[src/verilog/eicp_params.svh]
// Constants shared by the core-side port, the controller end and the offset unit.
// Assumes inclusion by bare name from files under verilog/.
`ifndef EICP_PARAMS_SVH
`define EICP_PARAMS_SVH
`define EICP_LEVEL_W 8
`define EICP_VEC_W 6
`define EICP_SS_W 4
`define EICP_VS_W 5
`define EICP_OFS_W 17
`define EICP_ADDR_W 32
`define EICP_VEC_BASE 18'h00200
`define EICP_LEVEL_NONE 8'h00
`define EICP_VI_MAX_VEC 6'h09
`define EICP_VS_32 5'h01
`define EICP_VS_64 5'h02
`define EICP_VS_128 5'h04
`define EICP_VS_256 5'h08
`define EICP_VS_512 5'h10
// Register offsets of the controller's own AHB-Lite slave.
`define EICP_OFS_LEVEL 8'h00
`define EICP_OFS_VECTOR 8'h04
`define EICP_OFS_SHADOW 8'h08
`define EICP_OFS_STATUS 8'h0c
`define EICP_OFS_EXPORT 8'h10
// Field positions.
`define EICP_FLD_IPL_LO 2
`define EICP_FLD_IPL_HI 9
`define EICP_FLD_PEND_BIT 0
`define EICP_FLD_ACK_BIT 1
`endif

[src/verilog/eicp_pkg.sv]
// Types shared by both ends of the external interrupt controller port.
// Assumes eicp_params.svh is on the include path.
`include "eicp_params.svh"
package eicp_pkg;
	typedef logic [`EICP_LEVEL_W-1:0] eicp_level_t;
	typedef logic [`EICP_VEC_W-1:0] eicp_vec_t;
	typedef logic [`EICP_SS_W-1:0] eicp_ss_t;
	typedef logic [`EICP_VS_W-1:0] eicp_vs_t;
	typedef logic [`EICP_OFS_W:1] eicp_ofs_t;
	typedef struct packed {
		logic [1:0] soft_req;
		logic timer_req;
		logic perf_req;
		logic debug_channel_request;
	} eicp_export_t;
	typedef enum logic [2:0] {
		EICP_IDLE = 3'b001,
		EICP_WAIT = 3'b010,
		EICP_DONE = 3'b100
	} eicp_ctl_state_t;
endpackage

[src/verilog/eicp_if.sv]
// Link between the core-side port and the external interrupt controller.
// Assumes both ends share hclk and hresetn.
`timescale 1ns/1ps
`default_nettype none
interface eicp_if (
	input wire logic hclk,
	input wire logic hresetn
);
	import eicp_pkg::*;
	eicp_level_t requested_priority_level;
	eicp_vec_t vector_number_in;
	eicp_ofs_t vector_offset_in;
	eicp_ss_t ext_shadow_set;
	logic ack;
	eicp_export_t exported;
	modport core (input requested_priority_level, input vector_number_in, input vector_offset_in,
		input ext_shadow_set, output ack, output exported);
	modport ctrl (output requested_priority_level, output vector_number_in, output vector_offset_in,
		output ext_shadow_set, input ack, input exported);
endinterface // eicp_if
`default_nettype wire

[src/verilog/eicp_vec_offset.sv]
// Vector offset unit: turns a vector number and spacing into a handler address.
// Assumes combinational use inside the core-side port.
`timescale 1ns/1ps
`default_nettype none
`include "eicp_params.svh"
module eicp_vec_offset (
	input wire eicp_pkg::eicp_vec_t vector_num,
	input wire eicp_pkg::eicp_vs_t vector_spacing,
	input wire logic [`EICP_ADDR_W-1:0] exception_base,
	output logic [`EICP_ADDR_W-1:0] vector_addr
);
	import eicp_pkg::*;
	logic [17:0] step;
	logic [17:0] offset;
	// Spacing codes map to 32..512 byte steps; other codes give no step.
	always_comb begin
		unique case (vector_spacing)
			`EICP_VS_32: step = 18'h00020;
			`EICP_VS_64: step = 18'h00040;
			`EICP_VS_128: step = 18'h00080;
			`EICP_VS_256: step = 18'h00100;
			`EICP_VS_512: step = 18'h00200;
			default: step = 18'h00000;
		endcase
		offset = `EICP_VEC_BASE + 18'(step * {12'h000, vector_num});
	end
	// Base and offset are merged by OR, so overlapping base bits must be zero.
	assign vector_addr = exception_base | {14'h0000, offset};
endmodule // eicp_vec_offset
`default_nettype wire

[src/verilog/eicp_core_port.sv]
// Core-side end of the external interrupt controller port.
// Assumes the interface carries controller inputs on hclk; status fields come from core CP0 logic.
`timescale 1ns/1ps
`default_nettype none
`include "eicp_params.svh"
module eicp_core_port #(
	parameter bit FULL_OFFSET = 1'b0
) (
	input wire logic hclk,
	input wire logic hresetn,
	eicp_if.core link,
	input wire logic ext_ctrl_mode_present,
	input wire logic vs_write,
	input wire eicp_pkg::eicp_vs_t vs_wdata,
	input wire logic vectored_enable,
	input wire logic bootstrap_vectors,
	input wire logic global_int_enable,
	input wire logic exception_level,
	input wire logic error_level,
	input wire logic [31:0] status_in,
	input wire logic [1:0] soft_req,
	input wire logic timer_req,
	input wire logic perf_req,
	input wire logic debug_channel_request,
	input wire logic [`EICP_ADDR_W-1:0] exception_base,
	input wire logic exception_start,
	input wire logic [`EICP_SS_W-1:0] shadow_set_map_sel,
	output logic ext_mode,
	output logic int_pending,
	output logic [`EICP_LEVEL_W-1:0] cause_requested_priority_level_reg,
	output logic [`EICP_SS_W-1:0] ext_shadow_set_reg,
	output logic [`EICP_SS_W-1:0] current_shadow_set_reg,
	output logic [`EICP_VS_W-1:0] vector_spacing_reg,
	output logic [`EICP_ADDR_W-1:0] vector_addr_reg
);
	import eicp_pkg::*;
	eicp_level_t current_priority_level;
	logic vi_mode;
	logic take;
	logic ack_reg;
	logic [`EICP_ADDR_W-1:0] vec_addr;
	eicp_vec_t vec_sel;

	// Vector spacing is software written and resets to compatibility mode.
	always_ff @(posedge hclk or negedge hresetn) begin
		if (!hresetn) begin
			vector_spacing_reg <= 5'h00;
		end else if (vs_write) begin
			vector_spacing_reg <= vs_wdata;
		end
	end

	// Mode decode; any nonzero spacing, with vectored_enable set and bootstrap_vectors clear, enables vectoring.
	assign ext_mode = ext_ctrl_mode_present && (vector_spacing_reg != 5'h00)
		&& vectored_enable && !bootstrap_vectors;
	assign vi_mode = !ext_ctrl_mode_present && (vector_spacing_reg != 5'h00) && vectored_enable && !bootstrap_vectors;
	assign current_priority_level = status_in[`EICP_FLD_IPL_HI:`EICP_FLD_IPL_LO];

	// Export internal requests; quiet outside external mode.
	assign link.exported = ext_mode ? {soft_req, timer_req, perf_req, debug_channel_request} : 5'h00;

	// The whole 8-bit input is a single level compared as unsigned.
	assign int_pending = ext_mode && (link.requested_priority_level > current_priority_level)
		&& global_int_enable && !exception_level && !error_level;
	// Taking the exception is the one event that captures and acknowledges.
	assign take = int_pending && exception_start && !ack_reg;
	assign link.ack = ack_reg;

	// Acknowledge is a single-cycle pulse; the controller holds inputs until it.
	always_ff @(posedge hclk or negedge hresetn) begin
		if (!hresetn) begin
			ack_reg <= 1'b0;
		end else begin
			ack_reg <= take;
		end
	end

	// Captured level stays stable for software between exceptions.
	always_ff @(posedge hclk or negedge hresetn) begin
		if (!hresetn) begin
			cause_requested_priority_level_reg <= `EICP_LEVEL_NONE;
		end else if (take) begin
			cause_requested_priority_level_reg <= link.requested_priority_level;
		end
	end

	// Shadow set comes from the controller; the map select is only used outside external mode.
	always_ff @(posedge hclk or negedge hresetn) begin
		if (!hresetn) begin
			ext_shadow_set_reg <= 4'h0;
			current_shadow_set_reg <= 4'h0;
		end else if (take) begin
			ext_shadow_set_reg <= link.ext_shadow_set;
			current_shadow_set_reg <= link.ext_shadow_set;
		end else if (exception_start && vi_mode) begin
			current_shadow_set_reg <= shadow_set_map_sel;
		end
	end

	// The vector never comes from the level; internal mode clamps to 0..9.
	assign vec_sel = ext_mode ? link.vector_number_in
		: ((link.vector_number_in > `EICP_VI_MAX_VEC) ? `EICP_VI_MAX_VEC : link.vector_number_in);

	eicp_vec_offset u_off (
		.vector_num(vec_sel),
		.vector_spacing(vector_spacing_reg),
		.exception_base(exception_base),
		.vector_addr(vec_addr)
	);

	// Handler address is internal only; the vector itself is never stored for software.
	always_ff @(posedge hclk or negedge hresetn) begin
		if (!hresetn) begin
			vector_addr_reg <= 32'h00000000;
		end else if (take) begin
			if (FULL_OFFSET) begin
				vector_addr_reg <= exception_base | {14'h0000, link.vector_offset_in, 1'b0};
			end else begin
				vector_addr_reg <= vec_addr;
			end
		end
	end
endmodule // eicp_core_port
`default_nettype wire

[src/flat_wrapper.sv]
// flat-port wrapper written by rule: the top's interface ports become plain ports
module eicp_core_port_flat import eicp_pkg::*;
#(
	parameter bit FULL_OFFSET = 1'b0
)
  (hclk, hresetn, ext_ctrl_mode_present, vs_write, vs_wdata, vectored_enable, bootstrap_vectors, global_int_enable, exception_level, error_level, status_in, soft_req, timer_req, perf_req, debug_channel_request, exception_base, exception_start, shadow_set_map_sel, ext_mode, int_pending, cause_requested_priority_level_reg, ext_shadow_set_reg, current_shadow_set_reg, vector_spacing_reg, vector_addr_reg, link_requested_priority_level, link_vector_number_in, link_vector_offset_in, link_ext_shadow_set, link_ack, link_exported);
  eicp_if link_i (.hclk(hclk), .hresetn(hresetn));
  input wire logic hclk;
  input wire logic hresetn;
  input wire logic ext_ctrl_mode_present;
  input wire logic vs_write;
  input wire eicp_pkg::eicp_vs_t vs_wdata;
  input wire logic vectored_enable;
  input wire logic bootstrap_vectors;
  input wire logic global_int_enable;
  input wire logic exception_level;
  input wire logic error_level;
  input wire logic [31:0] status_in;
  input wire logic [1:0] soft_req;
  input wire logic timer_req;
  input wire logic perf_req;
  input wire logic debug_channel_request;
  input wire logic [`EICP_ADDR_W-1:0] exception_base;
  input wire logic exception_start;
  input wire logic [`EICP_SS_W-1:0] shadow_set_map_sel;
  output logic ext_mode;
  output logic int_pending;
  output logic [`EICP_LEVEL_W-1:0] cause_requested_priority_level_reg;
  output logic [`EICP_SS_W-1:0] ext_shadow_set_reg;
  output logic [`EICP_SS_W-1:0] current_shadow_set_reg;
  output logic [`EICP_VS_W-1:0] vector_spacing_reg;
  output logic [`EICP_ADDR_W-1:0] vector_addr_reg;
  input wire logic [$bits(link_i.requested_priority_level)-1:0] link_requested_priority_level;
  input wire logic [$bits(link_i.vector_number_in)-1:0] link_vector_number_in;
  input wire logic [$bits(link_i.vector_offset_in)-1:0] link_vector_offset_in;
  input wire logic [$bits(link_i.ext_shadow_set)-1:0] link_ext_shadow_set;
  output wire logic [$bits(link_i.ack)-1:0] link_ack;
  output wire logic [$bits(link_i.exported)-1:0] link_exported;
  assign link_i.requested_priority_level = link_requested_priority_level;
  assign link_i.vector_number_in = link_vector_number_in;
  assign link_i.vector_offset_in = link_vector_offset_in;
  assign link_i.ext_shadow_set = link_ext_shadow_set;
  assign link_ack = link_i.ack;
  assign link_exported = link_i.exported;
  eicp_core_port #(.FULL_OFFSET(FULL_OFFSET)) u_core (.hclk(hclk), .hresetn(hresetn), .link(link_i), .ext_ctrl_mode_present(ext_ctrl_mode_present), .vs_write(vs_write), .vs_wdata(vs_wdata), .vectored_enable(vectored_enable), .bootstrap_vectors(bootstrap_vectors), .global_int_enable(global_int_enable), .exception_level(exception_level), .error_level(error_level), .status_in(status_in), .soft_req(soft_req), .timer_req(timer_req), .perf_req(perf_req), .debug_channel_request(debug_channel_request), .exception_base(exception_base), .exception_start(exception_start), .shadow_set_map_sel(shadow_set_map_sel), .ext_mode(ext_mode), .int_pending(int_pending), .cause_requested_priority_level_reg(cause_requested_priority_level_reg), .ext_shadow_set_reg(ext_shadow_set_reg), .current_shadow_set_reg(current_shadow_set_reg), .vector_spacing_reg(vector_spacing_reg), .vector_addr_reg(vector_addr_reg));
endmodule
[config.mk]
export PLATFORM = sky130hd
export DESIGN_NAME = eicp_core_port_flat
export DESIGN_NICKNAME = d
export VERILOG_FILES = /design/src/verilog/eicp_pkg.sv /design/src/verilog/eicp_if.sv /design/src/verilog/eicp_vec_offset.sv /design/src/verilog/eicp_core_port.sv /design/src/flat_wrapper.sv
export VERILOG_INCLUDE_DIRS = /design/src /design/src/verilog
export SDC_FILE = /design/constraint.sdc
export NUM_CORES = 1
export LEC_CHECK = 0
export ABC_AREA = 1
export BUFFER_PORTS_ARGS = -buffer_cell sky130_fd_sc_hd__buf_2
export CAP_MARGIN = 20
export CORE_UTILIZATION = 40
export CTS_BUF_LIST = sky130_fd_sc_hd__clkbuf_16
export CTS_CLUSTER_DIAMETER = 120
export CTS_CLUSTER_SIZE = 16
export DETAILED_ROUTE_END_ITERATION = 8
export PLACE_DENSITY = 0.81
export SLEW_MARGIN = 10
export SYNTH_ARGS = -nofsm -noshare
export SYNTH_HDL_FRONTEND = slang
export SYNTH_SLANG_ARGS = --single-unit
[constraint.sdc]
create_clock -name hclk -period 8.2 [get_ports hclk]
set_input_delay 0.41 -clock hclk [delete_from_list [all_inputs] [get_ports hclk]]
set_output_delay 0.41 -clock hclk [all_outputs]
set_load 0.02 [all_outputs]
==> impl_metrics.tcl <==
set metrics [dict create \
    status "complete, but fails checks" \
    failed_checks "DRC" \
    synth_area_leader_cell "sky130_fd_sc_hd__dfrtp_1" \
    nets 802 \
    worstReg2RegStart "u_core.vector_spacing_reg[0]$_DFFE_PN0P_" \
    synth.lib_cells_used.distinct 30 \
    htree_levels 2 \
    grt_antenna_before_repair 0 \
    worstPathMaxFanout 6 \
    detailed_place_hpwl_um 6630 \
    antenna_cells 0 \
    holdWs_ns 0.242 \
    critPathSlowestCell "sky130_fd_sc_hd__fa_1" \
    clk_path_buf_depth 2 \
    post_synth_and_or_nand_nor_area_fraction_pct 28.7 \
    gr-usage-met1_pct 23.6 \
    cell_area_after_technology_mapping_sq_um 3690 \
    synth.yosys.seq_area_share_pct 36.6 \
    max_freq_ghz 0.215 \
    register_to_register_setup_slack_ns 3.55 \
    finalPower_w 0.000674 \
    power_per_cell_area_nw_per_um2 147 \
    critical_path_buffers_and_inverters 3 \
    cts_tree "built" \
    max_stage_delay_ns 0.54 \
    synth_top_area_share_pct 36.6 \
    post_cts_setup_inserts 0 \
    route.vias.total 3441 \
    regArea_sq_um 1350 \
    timing.hold.worst.class "primary input to async pin" \
    via_count_of_the_first_global_routing_pass 3261 \
    top_cells_by_area_synth "sky130_fd_sc_hd__dfrtp_1 (37%), sky130_fd_sc_hd__nand2_1 (19%), sky130_fd_sc_hd__ha_1 (9.5%)" \
    reg2regPathDepth 20 \
    drt_iter0_drc 98 \
    timing.final.crit_period_ns 4.65 \
    area_enclosed_by_the_die_boundary_sq_um 9610 \
    cell_at_the_root_of_the_clock_tree "sky130_fd_sc_hd__clkbuf_16" \
    avgSynthCellArea_sq_um 7.36 \
    critical_path.endpoint_type "flip-flop" \
    fill_cells 858 \
    worst_pin_slew_ns 0.732 \
    startpoint "u_core.vector_spacing_reg[0]$_DFFE_PN0P_" \
    timing.critical_path.max_delay_family "adder cells" \
    hold_violations 0 \
    use_met3_pct 3.15 \
    critPathKind "flip-flop to flip-flop" \
    die_y_um 98.0 \
    grt_overflow 0 \
    regToRegEndpoint "u_core.vector_addr_reg[13]$_DFFE_PN0P_" \
    area_fraction_in_compound_gates_after_synthesis_pct 5.83 \
    grt_max_degree 69 \
    synth_warnings 0 \
    max-slew-margin-rel_pct 51.2 \
    clock_sinks 54 \
    ant_nets 0 \
    wl_per_cell_um 11.4 \
    multiInputGateArea_sq_um 1900 \
    worst_ir_drop_on_vdd_mv 0.0827 \
    global_route_met2_usage_pct 33.0 \
    crit_path_frequent_cell "sky130_fd_sc_hd__nand2_1" \
    rsz0062_at_grt "no" \
    grt_first_pass_wirelength_um 14500 \
    final_report_setup_violation_count 0 \
    synth_top_family_by_area "simple AND/OR/NAND/NOR gates" \
    final_core_util_pct 52.1 \
    viasPerCell 4.61 \
    report.final.slew_viol_count 0 \
    fin_crit_sh_pct 56.7 \
    ys_seq_elements 54 \
    leakagePower_nw 2.89 \
    synthAdderAreaFrac_pct 16.6 \
    grt_util_all_layers_pct 18.6 \
    starting_utilization_of_the_core_area_pct 41.9 \
    finalClockSkew_ns 0.0107 \
    drt_pass1_iterations 6 \
    clock_insertion_delay_worst_skew_ns 0.29 \
    cts_hold_repair.buffers 0 \
    floorplan.rows 34 \
    clk_transition_reported_paths_ns 0.08 \
    synthXorXnorAreaFrac_pct 0.475 \
    worst-endpoint-required_ns 8.37 \
    layout-area-overhead-vs-synth_pct 24.4 \
    most_heavily_used_metal_layer_in_global_routing "met2" \
    largest_register_ffs 32 \
    cts_buffers 5 \
    synth.net_count 665 \
    setup-tns-final_ns 0 \
    cells_traversed_along_the_worst_timing_path "nor2_1 > nand2_1 > nor3_1 > inv_1 > nor2_1 > fa_1 > fa_1 > inv_1 > fa_1 > inv_1 > ha_1 > nand2_1 > nor2_1 > nand2_1 > nand4_1 > nand2_1 > o21ai_0 > nand2_1 > o21ai_0 > nand2_1" \
    gp_congestion 0.849 \
    overall_routed_net_length_um 8550 \
    proportion_of_layout_cells_with_a_drive_suffix_above_1_pct 24.7 \
    die_w_um 98.0 \
    startpoint_type "flip-flop" \
    remaining_drc_errors 8 \
    post_cts.resized_instances 0 \
    worst_ep_arrival_time_ns 4.82 \
    post_synthesis_instance_total 501 \
    core_region_area_sq_um 8810 \
    numPortBuffers 142 \
    drv_cap 0 \
    i_o_pin_cnt 184 \
    synth.area.mux_share_pct 0 \
]
==> cells in the mapped netlist <==
cell type and n:
sky130_fd_sc_hd__clkbuf_1 1, sky130_fd_sc_hd__buf_2 4, sky130_fd_sc_hd__o21ai_0 18, sky130_fd_sc_hd__o21a_1 2
sky130_fd_sc_hd__or2_1 2, sky130_fd_sc_hd__nor4_1 1, sky130_fd_sc_hd__nand2_1 188, sky130_fd_sc_hd__a21oi_1 9
sky130_fd_sc_hd__o21ai_1 5, sky130_fd_sc_hd__nor3_1 3, sky130_fd_sc_hd__nor2_1 43, sky130_fd_sc_hd__buf_4 2
sky130_fd_sc_hd__nor3_2 1, sky130_fd_sc_hd__nand3_1 16, sky130_fd_sc_hd__a21boi_1 2, sky130_fd_sc_hd__o21bai_1 1
sky130_fd_sc_hd__inv_1 88, sky130_fd_sc_hd__xor2_1 2, sky130_fd_sc_hd__inv_2 1, sky130_fd_sc_hd__fa_1 13
sky130_fd_sc_hd__nand3_4 1, sky130_fd_sc_hd__buf_6 5, sky130_fd_sc_hd__nor2_2 1, sky130_fd_sc_hd__clkbuf_2 1
sky130_fd_sc_hd__ha_1 28, sky130_fd_sc_hd__nand4_1 4, sky130_fd_sc_hd__o21ai_2 2, sky130_fd_sc_hd__dfrtp_1 54
sky130_fd_sc_hd__nand3b_1 1, sky130_fd_sc_hd__nand2_2 2
==> metal layers <==
layer	up-vias	wire [um]
li1	1784	-
met1	1549	3880
met2	102	4140
met3	6	443
met4	0	76
met5	-	0
==> report_power, final <==
| part | switching [W] | total, W | internal [W] |
|---|---|---|---|
| combinational | 0.0000949 | 0.000152 | 0.0000573 |
| clock | 0.000102 | 0.000216 | 0.000114 |
| sequential | 0.0000144 | 0.000306 | 0.000291 |
==> cells in the final DEF, fill, tap and decap left out, drive strengths merged, types with 2 or more instances in the layout <==
cell type / instances
or2: 2
dfrtp: 54
a21oi: 9
nand4: 4
xor2: 2
nor2: 44
buf: 143
ha: 28
o21a: 2
clkbuf: 5
nor3: 4
fa: 13
a21boi: 2
o21ai: 25
nand3: 17
inv: 90
nand2: 190
==> through the flow <==
stage / setup WS, ns / cell area [sq um] / std cells
final: 3.55 / 4590 / 747
after global routing: 3.14 / 4590 / 747
after CTS: 3.57 / 4590 / 747
after detailed placement: 3.55 / 4440 / 739
after global placement: 3.66 / 4440 / 739
after floorplan: 3.96 / 3690 / 501
==> cell type report <==
class | count | share of cell area [%]
multi-input combinational | 345 | 41.5
clock buffer | 5 | 2.73
sequential | 54 | 29.5
timing repair buffer | 143 | 15.7
clock inverter | 3 | 0.436
tap | 108 | 2.95
inverter | 89 | 7.28
==> worst reg2reg max path: cells and delay by family, from the launching register on <==
| kind | cells | cell delay [ns] |
|---|---|---|
| compound gates | 2 | 0.25 |
| fa+ha+maj | 4 | 1.88 |
| buf+inv | 3 | 0.25 |
| flops | 1 | 0.42 |
| simple gates | 11 | 1.73 |
==> how the worst max path moves through the flow <==
stage | endpoint | slack (ns) | depth (start not counted)
6_report | u_core.vector_addr_reg[13]$_DFFE_PN0P_ | 3.55 | 20
5_1_grt | u_core.vector_addr_reg[13]$_DFFE_PN0P_ | 3.14 | 20
4_1_cts | u_core.vector_addr_reg[13]$_DFFE_PN0P_ | 3.57 | 20
3_5_place_dp | u_core.vector_addr_reg[15]$_DFFE_PN0P_ | 3.55 | 23
3_3_place_gp | u_core.vector_addr_reg[15]$_DFFE_PN0P_ | 3.66 | 23
2_1_floorplan | u_core.vector_addr_reg[15]$_DFFE_PN0P_ | 3.96 | 23
==> kinds of logic (layout without fill, tap and decap cells) <==
group / Yosys count / in the layout
DFF: 54 / 54
buffers and inverters: 102 / 240
adders and majority gates: 41 / 41
AOI/OAI and AO/OA: 39 / 39
and+or+nand+nor: 263 / 263
xor gates and xnor gates: 2 / 2
Note: power is estimated with default switching activity, not from simulation.
